### src/rtl/bsd_pkg.sv
package bsd_pkg;

	// ============================================================
	// Reset values and fixed addresses
	localparam logic [15:0] BSD_RESET_PC = 16'h0100;
	localparam logic [15:0] BSD_TRAP_VEC_BASE = 16'h0020;
	localparam logic [15:0] BSD_PC_STEP = 16'h0002;
	localparam logic [7:0] BSD_CCR_RESET = 8'h80;
	localparam logic [7:0] BSD_EXR_RESET = 8'h07;

	// ============================================================
	// Flag positions within the condition-code register
	localparam int BSD_FLAG_C = 0;
	localparam int BSD_FLAG_V = 1;
	localparam int BSD_FLAG_Z = 2;
	localparam int BSD_FLAG_N = 3;

	// ============================================================
	// Operation field codes (bits 15:12 of the first word)
	localparam logic [3:0] BSD_OP_SYS = 4'h0;
	localparam logic [3:0] BSD_OP_CTL = 4'h1;
	localparam logic [3:0] BSD_OP_BCC = 4'h4;
	localparam logic [3:0] BSD_OP_JUMP = 4'h5;
	localparam logic [3:0] BSD_OP_MOVE = 4'h7;

	// System group second operation field
	localparam logic [3:0] BSD_SYS_NOP = 4'h0;
	localparam logic [3:0] BSD_SYS_SLEEP = 4'h1;
	localparam logic [3:0] BSD_SYS_RTE = 4'h2;
	localparam logic [3:0] BSD_SYS_TRAP = 4'h3;
	localparam logic [3:0] BSD_SYS_RTS = 4'h4;

	// Jump group second operation field
	localparam logic [3:0] BSD_JMP_ABS = 4'h0;
	localparam logic [3:0] BSD_JMP_SUB = 4'h1;
	localparam logic [3:0] BSD_JMP_BSR = 4'h2;

	// Control-register group function (bits 10:8), bit 11 selects the extended register
	localparam logic [2:0] BSD_CTL_AND = 3'h0;
	localparam logic [2:0] BSD_CTL_OR = 3'h1;
	localparam logic [2:0] BSD_CTL_XOR = 3'h2;
	localparam logic [2:0] BSD_CTL_LDI = 3'h3;
	localparam logic [2:0] BSD_CTL_LDM = 3'h4;
	localparam logic [2:0] BSD_CTL_STM = 3'h5;

	// ============================================================
	// Register map of the software port
	localparam logic [7:0] BSD_REG_CTRL = 8'h00;
	localparam logic [7:0] BSD_REG_STATUS = 8'h04;
	localparam logic [7:0] BSD_REG_PC = 8'h08;
	localparam logic [7:0] BSD_REG_CCR = 8'h0c;
	localparam logic [7:0] BSD_REG_EXR = 8'h10;
	localparam logic [7:0] BSD_REG_COUNT = 8'h14;
	localparam logic [7:0] BSD_REG_SRC = 8'h18;
	localparam logic [7:0] BSD_REG_DST = 8'h1c;

	// ============================================================
	// Sequencer states
	typedef enum logic [8:0] {
		ST_HALT = 9'h001,
		ST_FETCH = 9'h002,
		ST_EXT = 9'h004,
		ST_EXEC = 9'h008,
		ST_MEM = 9'h010,
		ST_MV_RD = 9'h020,
		ST_MV_WR = 9'h040,
		ST_VEC = 9'h080,
		ST_SLEEP = 9'h100
	} bsd_state_e;

	// Extension sizes: 8, 16 or 32 bits
	localparam logic [1:0] BSD_EXT_8 = 2'h0;
	localparam logic [1:0] BSD_EXT_16 = 2'h1;
	localparam logic [1:0] BSD_EXT_32 = 2'h2;

	// Widen an address extension; a 24-bit value carries a zero top byte
	function automatic logic [31:0] bsd_ea_extend(input logic [1:0] size, input logic [31:0] raw);
		logic [31:0] r;
		r = 32'h0000_0000;
		unique case (size)
			BSD_EXT_8: r = {{24{raw[7]}}, raw[7:0]};
			BSD_EXT_16: r = {{16{raw[15]}}, raw[15:0]};
			default: r = {8'h00, raw[23:0]};
		endcase
		return r;
	endfunction

endpackage

### src/rtl/bsd_decode.sv
`timescale 1ns/1ps

// ============================================================
// Field extraction of the first instruction word
module bsd_decode import bsd_pkg::*; (
	input wire logic [15:0] instr,
	output logic [3:0] op,
	output logic [3:0] op2,
	output logic [3:0] cc,
	output logic [7:0] imm8,
	output logic [1:0] trap_vec,
	output logic [2:0] rn,
	output logic [3:0] rd,
	output logic needs_ext,
	output logic ext_long
);
	always_comb begin
		op = instr[15:12];
		op2 = instr[11:8];
		cc = instr[11:8];
		imm8 = instr[7:0];
		trap_vec = instr[5:4];
		rn = instr[6:4];
		// Byte-size operands address 8 registers, wider ones 16
		rd = instr[3] ? {1'b0, instr[2:0]} : instr[7:4];
		needs_ext = (op == BSD_OP_JUMP) ||
			((op == BSD_OP_CTL) && (instr[10:8] == BSD_CTL_LDM || instr[10:8] == BSD_CTL_STM));
		ext_long = instr[4];
	end
endmodule

### src/rtl/bsd_cond.sv
`timescale 1ns/1ps

// ============================================================
// Branch condition evaluation
module bsd_cond import bsd_pkg::*; (
	input wire logic [3:0] cc,
	input wire logic [7:0] ccr,
	output logic taken
);
	logic c;
	logic v;
	logic z;
	logic n;
	always_comb begin
		c = ccr[BSD_FLAG_C];
		v = ccr[BSD_FLAG_V];
		z = ccr[BSD_FLAG_Z];
		n = ccr[BSD_FLAG_N];
		unique case (cc)
			4'h0: taken = 1'b1;
			4'h1: taken = 1'b0;
			4'h2: taken = (c | z) == 1'b0;
			4'h3: taken = (c | z) == 1'b1;
			4'h4: taken = !c;
			4'h5: taken = c;
			4'h6: taken = !z;
			4'h7: taken = z;
			4'h8: taken = !v;
			4'h9: taken = v;
			4'ha: taken = !n;
			4'hb: taken = n;
			4'hc: taken = (n ^ v) == 1'b0;
			4'hd: taken = (n ^ v) == 1'b1;
			4'he: taken = (z | (n ^ v)) == 1'b0;
			4'hf: taken = (z | (n ^ v)) == 1'b1;
		endcase
	end
endmodule

### src/rtl/bsd_core.sv
// Our own choices: the register offsets and the strobed register port.
`timescale 1ns/1ps

// Contract
// - Branch loads target only when condition true
// - Unsigned and single-flag branch conditions supported
// - Trap vector picked by immediate field
// - Exception return restores interrupted state
// - Sleep enters low power, stops fetching
// - Control register load reads whole word
// - Control register store writes whole word
// - AND, OR, XOR control register with immediate
// - No-operation only advances PC by two
// - Block move copies bytes, post-increments pointers
// - Counter decrements per byte; zero moves nothing
// - Next instruction only after move completes
// - Instructions built from 16-bit words
// - Operation field in first four bits
// - Address register field three bits wide
// - Data register field three or four bits
// - Extension 8, 16 or 32 bits
// - Condition field selects branch condition
module bsd_core import bsd_pkg::*; (
	input wire logic clk_sys,
	input wire logic rstn,
	input wire logic [7:0] reg_addr,
	input wire logic [15:0] reg_wdata,
	input wire logic reg_wr,
	input wire logic reg_rd,
	output logic [15:0] reg_rdata,
	output logic mem_req,
	output logic mem_we,
	output logic mem_word,
	output logic [15:0] mem_addr,
	output logic [15:0] mem_wdata,
	input wire logic [15:0] mem_rdata,
	input wire logic mem_ack,
	input wire logic wake_pin,
	output logic sleeping,
	output logic [3:0] dec_op2,
	output logic [2:0] dec_rn,
	output logic [3:0] dec_rd
);
	bsd_state_e state_q, state_d;
	logic [15:0] pc_q, pc_d;
	logic [15:0] ir_q, ir_d;
	logic [31:0] ext_q, ext_d;
	logic ext_more_q, ext_more_d;
	logic [7:0] ccr_q, ccr_d;
	logic [7:0] exr_q, exr_d;
	logic [15:0] count_q, count_d;
	logic [15:0] src_q, src_d;
	logic [15:0] dst_q, dst_d;
	logic [15:0] link_q, link_d;
	logic [15:0] save_pc_q, save_pc_d;
	logic [7:0] save_ccr_q, save_ccr_d;
	logic [7:0] save_exr_q, save_exr_d;
	logic [7:0] mv_byte_q, mv_byte_d;
	logic move_word_q, move_word_d;
	logic run_q, run_d;
	logic illegal_q, illegal_d;
	logic [15:0] rdata_q, rdata_d;
	logic [3:0] op2_q, op2_d;
	logic [2:0] rn_q, rn_d;
	logic [3:0] rd_q, rd_d;
	logic wake_meta_q;
	logic wake_sync_q;

	logic [3:0] f_op;
	logic [3:0] f_op2;
	logic [3:0] f_cc;
	logic [7:0] f_imm;
	logic [1:0] f_vec;
	logic [2:0] f_rn;
	logic [3:0] f_rd;
	logic f_ext;
	logic f_long;
	logic taken;
	logic [15:0] ea;
	logic [15:0] disp8;
	logic [7:0] ctl_val;
	logic [7:0] ctl_res;
	logic count_zero;
	logic [15:0] count_dec;

	// ============================================================
	// Decode and condition
	bsd_decode u_decode (
		.instr(ir_q),
		.op(f_op),
		.op2(f_op2),
		.cc(f_cc),
		.imm8(f_imm),
		.trap_vec(f_vec),
		.rn(f_rn),
		.rd(f_rd),
		.needs_ext(f_ext),
		.ext_long(f_long)
	);

	bsd_cond u_cond (
		.cc(f_cc),
		.ccr(ccr_q),
		.taken(taken)
	);

	// ============================================================
	// Memory port, driven from state and held registers
	always_comb begin
		mem_req = 1'b0;
		mem_we = 1'b0;
		mem_word = 1'b1;
		mem_addr = pc_q;
		mem_wdata = 16'h0000;
		unique case (state_q)
			ST_FETCH: mem_req = run_q;
			ST_EXT: mem_req = 1'b1;
			ST_MEM: begin
				mem_req = 1'b1;
				mem_addr = ea;
				mem_we = (f_op2[2:0] == BSD_CTL_STM);
				mem_wdata = {ctl_val, 8'h00};
			end
			ST_MV_RD: begin
				mem_req = 1'b1;
				mem_word = 1'b0;
				mem_addr = src_q;
			end
			ST_MV_WR: begin
				mem_req = 1'b1;
				mem_word = 1'b0;
				mem_we = 1'b1;
				mem_addr = dst_q;
				mem_wdata = {8'h00, mv_byte_q};
			end
			ST_VEC: begin
				mem_req = 1'b1;
				mem_addr = BSD_TRAP_VEC_BASE + {13'h0000, f_vec, 1'b0};
			end
			default: mem_req = 1'b0;
		endcase
	end

	// ============================================================
	// Operand helpers
	always_comb begin
		ea = 16'(bsd_ea_extend(f_long ? BSD_EXT_32 : BSD_EXT_16, ext_q));
		disp8 = 16'(bsd_ea_extend(BSD_EXT_8, {24'h000000, f_imm}));
		ctl_val = f_op2[3] ? exr_q : ccr_q;
		unique case (f_op2[2:0])
			BSD_CTL_AND: ctl_res = ctl_val & f_imm;
			BSD_CTL_OR: ctl_res = ctl_val | f_imm;
			BSD_CTL_XOR: ctl_res = ctl_val ^ f_imm;
			default: ctl_res = f_imm;
		endcase
		// Byte form only sees the low counter byte
		count_zero = move_word_q ? (count_q == 16'h0000) : (count_q[7:0] == 8'h00);
		count_dec = move_word_q ? count_q - 16'h0001 : {count_q[15:8], count_q[7:0] - 8'h01};
	end

	// ============================================================
	// Sequencer next state
	always_comb begin
		state_d = state_q;
		pc_d = pc_q;
		ir_d = ir_q;
		ext_d = ext_q;
		ext_more_d = ext_more_q;
		ccr_d = ccr_q;
		exr_d = exr_q;
		count_d = count_q;
		src_d = src_q;
		dst_d = dst_q;
		link_d = link_q;
		save_pc_d = save_pc_q;
		save_ccr_d = save_ccr_q;
		save_exr_d = save_exr_q;
		mv_byte_d = mv_byte_q;
		move_word_d = move_word_q;
		run_d = run_q;
		illegal_d = illegal_q;
		op2_d = op2_q;
		rn_d = rn_q;
		rd_d = rd_q;
		// Clear first, so a same-cycle set from the sequencer wins
		if (reg_wr && reg_addr == BSD_REG_STATUS && reg_wdata[9]) illegal_d = 1'b0;
		unique case (state_q)
			ST_HALT: if (run_q) state_d = ST_FETCH;
			ST_FETCH: begin
				if (!run_q) begin
					state_d = ST_HALT;
				end else if (mem_ack) begin
					ir_d = mem_rdata;
					pc_d = pc_q + BSD_PC_STEP;
					ext_d = 32'h0000_0000;
					ext_more_d = 1'b0;
					state_d = ST_EXEC;
				end
			end
			ST_EXT: if (mem_ack) begin
				ext_d = {ext_q[15:0], mem_rdata};
				pc_d = pc_q + BSD_PC_STEP;
				ext_more_d = 1'b1;
				if (!f_long || ext_more_q) state_d = ST_EXEC;
			end
			ST_EXEC: begin
				op2_d = f_op2;
				rn_d = f_rn;
				rd_d = f_rd;
				state_d = ST_FETCH;
				if (f_ext && !(ext_more_q)) begin
					state_d = ST_EXT;
					ext_more_d = 1'b0;
				end else begin
					unique case (f_op)
						BSD_OP_SYS: begin
							unique case (f_op2)
								BSD_SYS_NOP: state_d = ST_FETCH;
								BSD_SYS_SLEEP: state_d = ST_SLEEP;
								BSD_SYS_RTE: begin
									pc_d = save_pc_q;
									ccr_d = save_ccr_q;
									exr_d = save_exr_q;
								end
								BSD_SYS_TRAP: begin
									save_pc_d = pc_q;
									save_ccr_d = ccr_q;
									save_exr_d = exr_q;
									state_d = ST_VEC;
								end
								BSD_SYS_RTS: pc_d = link_q;
								default: begin
									illegal_d = 1'b1;
									state_d = ST_HALT;
									run_d = 1'b0;
								end
							endcase
						end
						BSD_OP_BCC: if (taken) pc_d = pc_q + disp8;
						BSD_OP_JUMP: begin
							// One-level link: nested calls need software to save it
							if (f_op2 != BSD_JMP_ABS) link_d = pc_q;
							pc_d = (f_op2 == BSD_JMP_BSR) ? pc_q + ea : ea;
						end
						BSD_OP_CTL: begin
							if (f_op2[2:0] == BSD_CTL_LDM || f_op2[2:0] == BSD_CTL_STM) begin
								state_d = ST_MEM;
							end else if (f_op2[3]) begin
								exr_d = ctl_res;
							end else begin
								ccr_d = ctl_res;
							end
						end
						BSD_OP_MOVE: begin
							move_word_d = f_op2[0];
							if (f_op2[0] ? (count_q != 16'h0000) : (count_q[7:0] != 8'h00)) state_d = ST_MV_RD;
						end
						default: begin
							illegal_d = 1'b1;
							state_d = ST_HALT;
							run_d = 1'b0;
						end
					endcase
				end
			end
			ST_MEM: if (mem_ack) begin
				state_d = ST_FETCH;
				if (f_op2[2:0] == BSD_CTL_LDM) begin
					if (f_op2[3]) exr_d = mem_rdata[15:8];
					else ccr_d = mem_rdata[15:8];
				end
			end
			ST_MV_RD: if (mem_ack) begin
				mv_byte_d = mem_rdata[7:0];
				src_d = src_q + 16'h0001;
				state_d = ST_MV_WR;
			end
			ST_MV_WR: if (mem_ack) begin
				dst_d = dst_q + 16'h0001;
				count_d = count_dec;
				// Stay in the move until the counter runs out
				state_d = (count_dec == 16'h0000 || (!move_word_q && count_dec[7:0] == 8'h00)) ?
					ST_FETCH : ST_MV_RD;
			end
			ST_VEC: if (mem_ack) begin
				pc_d = mem_rdata;
				state_d = ST_FETCH;
			end
			ST_SLEEP: if (wake_sync_q || !run_q) state_d = run_q ? ST_FETCH : ST_HALT;
			default: state_d = ST_HALT;
		endcase
		// Software writes other than the status clear win over the sequencer's own updates
		if (reg_wr) begin
			unique case (reg_addr)
				BSD_REG_CTRL: run_d = reg_wdata[0];
				BSD_REG_STATUS: illegal_d = illegal_d;
				BSD_REG_PC: pc_d = reg_wdata;
				BSD_REG_CCR: ccr_d = reg_wdata[7:0];
				BSD_REG_EXR: exr_d = reg_wdata[7:0];
				BSD_REG_COUNT: count_d = reg_wdata;
				BSD_REG_SRC: src_d = reg_wdata;
				BSD_REG_DST: dst_d = reg_wdata;
				default: run_d = run_d;
			endcase
		end
	end

	// ============================================================
	// Register read port
	always_comb begin
		rdata_d = 16'h0000;
		if (reg_rd) begin
			unique case (reg_addr)
				BSD_REG_CTRL: rdata_d = {15'h0000, run_q};
				BSD_REG_STATUS: rdata_d = {6'h00, illegal_q, state_q};
				BSD_REG_PC: rdata_d = pc_q;
				BSD_REG_CCR: rdata_d = {8'h00, ccr_q};
				BSD_REG_EXR: rdata_d = {8'h00, exr_q};
				BSD_REG_COUNT: rdata_d = count_q;
				BSD_REG_SRC: rdata_d = src_q;
				BSD_REG_DST: rdata_d = dst_q;
				default: rdata_d = 16'h0000;
			endcase
		end
	end

	always_ff @(posedge clk_sys) begin
		// Wake pin crosses in from outside
		wake_meta_q <= wake_pin;
		wake_sync_q <= wake_meta_q;
		if (!rstn) begin
			state_q <= ST_HALT;
			pc_q <= BSD_RESET_PC;
			ir_q <= 16'h0000;
			ext_q <= 32'h0000_0000;
			ext_more_q <= 1'b0;
			ccr_q <= BSD_CCR_RESET;
			exr_q <= BSD_EXR_RESET;
			count_q <= 16'h0000;
			src_q <= 16'h0000;
			dst_q <= 16'h0000;
			link_q <= 16'h0000;
			save_pc_q <= 16'h0000;
			save_ccr_q <= BSD_CCR_RESET;
			save_exr_q <= BSD_EXR_RESET;
			mv_byte_q <= 8'h00;
			move_word_q <= 1'b0;
			run_q <= 1'b0;
			illegal_q <= 1'b0;
			rdata_q <= 16'h0000;
			op2_q <= 4'h0;
			rn_q <= 3'h0;
			rd_q <= 4'h0;
		end else begin
			state_q <= state_d;
			pc_q <= pc_d;
			ir_q <= ir_d;
			ext_q <= ext_d;
			ext_more_q <= ext_more_d;
			ccr_q <= ccr_d;
			exr_q <= exr_d;
			count_q <= count_d;
			src_q <= src_d;
			dst_q <= dst_d;
			link_q <= link_d;
			save_pc_q <= save_pc_d;
			save_ccr_q <= save_ccr_d;
			save_exr_q <= save_exr_d;
			mv_byte_q <= mv_byte_d;
			move_word_q <= move_word_d;
			run_q <= run_d;
			illegal_q <= illegal_d;
			rdata_q <= rdata_d;
			op2_q <= op2_d;
			rn_q <= rn_d;
			rd_q <= rd_d;
		end
	end

	always_comb begin
		reg_rdata = rdata_q;
		sleeping = (state_q == ST_SLEEP);
		dec_op2 = op2_q;
		dec_rn = rn_q;
		dec_rd = rd_q;
	end
endmodule

### config.mk
export PLATFORM = sky130hd
export DESIGN_NAME = bsd_core
export DESIGN_NICKNAME = d
export VERILOG_FILES = /design/src/rtl/bsd_pkg.sv /design/src/rtl/bsd_decode.sv /design/src/rtl/bsd_cond.sv /design/src/rtl/bsd_core.sv
export SDC_FILE = /design/constraint.sdc
export NUM_CORES = 1
export LEC_CHECK = 0
export ABC_AREA = 1
export BUFFER_PORTS_ARGS = -buffer_cell sky130_fd_sc_hd__buf_2
export CAP_MARGIN = 0
export CORE_ASPECT_RATIO = 0.8
export CORE_UTILIZATION = 50
export DETAILED_ROUTE_END_ITERATION = 8
export PLACE_DENSITY = 0.68
export SLEW_MARGIN = 20
export SYNTH_ARGS = -nofsm -noshare
export SYNTH_HDL_FRONTEND = slang
export SYNTH_SLANG_ARGS = --single-unit
### constraint.sdc
create_clock -name clk_sys -period 5.9 [get_ports clk_sys]
set_clock_uncertainty 0.2 [all_clocks]
set_input_delay 0 -clock clk_sys [delete_from_list [all_inputs] [get_ports clk_sys]]
set_output_delay 0 -clock clk_sys [all_outputs]
set_load 0.02 [all_outputs]
==> impl_results.md <==
* Status: completed
* Synth Area in XOR/XNOR at 2.46%
* Distinct cells, synth at 55
* Simple-Gate Fraction of Synth Area at 27.5%
* Power, Total at 0.00355 W
* Post-route DRC violation count at 0
* Max clock buf depth at 3
* Die H at 160 µm
* Startpoint types: flip-flop
* Final setup TNS at 0 ps
* H-tree Lvls at 1
* Hold Path Origin: mem_rdata[1]
* Synth Area in Compound Gates at 26.7%
* Synth area leaders: dfxtp_1 (27%), nand2_1 (12%), a21oi_1 (9.5%), inv_1 (8.1%), o21ai_0 (6.5%)
* Worst-path clk slew at 60 ps
* Count of final hold-check violations at 0
* Fmax at 260 MHz
* Critical path class: flip-flop to flip-flop
* Die ar. at 32100 µm²
* Total Wirelength at 70700 µm
* Worst Path Required at 6180 ps
* First-pass GRT wire length at 104000 µm
* Critical Path, Cell by Cell: nor2_2, nand2_2, inv_4, nand3_4, clkinv_2, nand2_2, inv_2, nand3_2, inv_2, o21ai_0, a21oi_1
* Cells after synthesis at 2496
* Fin cells at 3017
* Synthesized net count at 2596
* RR Endpoint: save_exr_q[5]
* Initial DRC count at 2415
* Pin count of the biggest net entering global routing at 95
* Final Core Density at 57.9%
* Slowest CP cell: inv_2
* Total CTS buffers at 25
* Slew HR at 24.2%
* Buffers added on ports at 108
* Slowest cell delay on critical path at 750 ps
* Post-DP HPWL at 52600 µm
* DR WL/cell at 23.4 µm
* Hold EP: ext_q[1]
* Worst slack, placed at 2210 ps
* # IOs at 109
* Clock tree root driver cell: clkbuf_16
* Period utilisation layout at 65.3%
* Syn Area/Cell at 6.28 µm²
* Core region area at 30600 µm²
* Share of layout cells above drive strength 1 at 9.53%
* Detail Route Antenna Nets at 0
* Global-route usage over all layers at 43.4%
* Cell taking the most area after synthesis: dfxtp_1
* CP endpoint kind: flip-flop
* Final Setup Violations at 0
* CP arrival at 4130 ps
* Grt total ovfl at 0
* Hold depth at 4
* Chip Width at 200 µm
* R2R setup slack at 2050 ps
* Vias in the first global route at 17.0k
* Number of cells on the worst reg-to-reg path at 11
* Standard-cell row count at 57
* CP Max Fanout at 36
* Power per cell area at 200 nW/µm²
* Delay-heaviest family, CP: buffers and inverters
* RSZ-0062 raised after global routing: false
* Final WS setup at 2050 ps
* Total number of vias at 18.8k
* DR pass1 iterations at 8
* Worst-skew pair later-pin latency at 550 ps
* Mux cell area share after synthesis at 0%
* # fillers at 3073
* Antenna violations before repair at 1
* Routability congestion estimate at 1.05
* Crit path launch: state_q[6]
* Initial Util at 51.2%
* VDD IR max at 0.175 mV
* Synth Area in Adders at 4.41%
* Final critical-path required period at 3850 ps
* CTS tree: built
* Max-slew violations at 0
* Main combinational cell family by area after synthesis: simple AND/OR/NAND/NOR gates
* RR Startpoint: state_q[6]
* Min-delay worst type: primary input to flip-flop
* Area grow syn2layout at 13.1%
* Area fraction of the dominant cell type after synthesis at 26.8%
* Worst-Margin Slew at 1140 ps
* Dpl cells at 2918
* Vias/cell at 6.24
* Synth Cell Area at 15700 µm²
* Buf/Inv on CP at 4
* FF+latch count, synth at 210
* LEAKAGE at 8.06 nW
* Fin nets at 2685
* Register area share after synthesis at 26.8%
* Maxcap violations at 0
* Syn. warnings at 0
* Clk sinks at 210
[tightest hold or removal path, cell delays in order]
cell           delay, ps
dlygate4sd3_1        530
buf_2                130
nand2_1               60
a21oi_1               50
[layout make-up]
class                   instances  area, µm²  area share (%)
diodes                          1       2.50          0.0141
clock buffers                  36        717            4.05
clock inverters                 9        130           0.734
inverters                     371       1400            7.90
multi-input cells            1803       9580            54.1
flip-flops and latches        210       4200            23.7
well taps                     413        517            2.92
repair buffers                174       1170            6.61
[metrics by stage]
stage                     cell area, µm²  hold slack, ps
after CTS                          17700            42.9
after global routing               17700            94.2
after global placement             16300           -96.2
after floorplan                    15700            -172
final                              17700            60.8
after detailed placement           16300           -94.0
[kinds of logic (layout without fill, tap and decap cells)]
group / after synthesis / in the layout
flops: 210 / 210
simple gates: 969 / 969
xor+xnor: 44 / 44
other cells: 0 / 1
compound gates: 736 / 736
fa+ha+maj: 54 / 54
buf+inv: 483 / 590
[how the worst max path moves through the flow]
stage                          endpoint  cells past startpoint  slack, ps
final                     save_exr_q[5]                     11       2050
after global routing      save_ccr_q[1]                     11       1760
after CTS                 save_exr_q[5]                     11       2190
after detailed placement  save_exr_q[6]                     11       2210
after global placement    save_exr_q[3]                     11       2360
after floorplan                pc_q[14]                     16       3450
[what timing repair did]
action,4_1_cts,5_1_grt
endpoints found under the hold margin,144,0
setup endpoints to repair,0,0
resized for setup,0,0
hold buffers,53,0
setup buffers,0,0
[report_power, final]
group          switching, W  internal, W  total, W
Clock              0.000681     0.000974   0.00165
Combinational      0.000316     0.000118  0.000433
Sequential        0.0000298      0.00143   0.00146
Total               0.00103      0.00253   0.00355
[placed cells by master, fill, tap and decap left out, drive strengths merged, types with 49 or more instances in the layout]
| cell type | n |
|---|---|
| dlygate4sd3 | 53 |
| nand2 | 506 |
| nand3 | 166 |
| o21ai | 244 |
| a21oi | 298 |
| o22ai | 49 |
| ha | 52 |
| dfxtp | 210 |
| buf | 121 |
| inv | 364 |
| nor2 | 208 |
[synthesized netlist by cell type (all sizes together)]
master / number
a2111oi: 4
a211oi: 19
a21oi: 298
a221oi: 37
a2bb2oi: 1
a31oi: 15
and2: 4
and3: 1
buf: 43
clkbuf: 69
clkinv: 7
dfxtp: 210
fa: 2
ha: 52
inv: 364
nand2: 506
nand3: 166
nand3b: 9
nand4: 32
nor2: 208
nor3: 34
nor4: 8
o2111ai: 4
o211a: 1
o211ai: 30
o21a: 4
o21ai: 244
o21bai: 9
o221a: 1
o221ai: 5
o22ai: 49
o31ai: 7
o32ai: 8
or2: 1
xnor2: 10
xor2: 34
[per-layer routing]
metal	wire length [µm]	up-vias	track usage [%]
li1	-	8597	-
met3	10400	226	15.2
met2	27700	1330	59.7
met4	3410	4	18.5
met1	29100	8654	60.4
met5	115	-	2.47
Power figures use the tool's default switching activity.
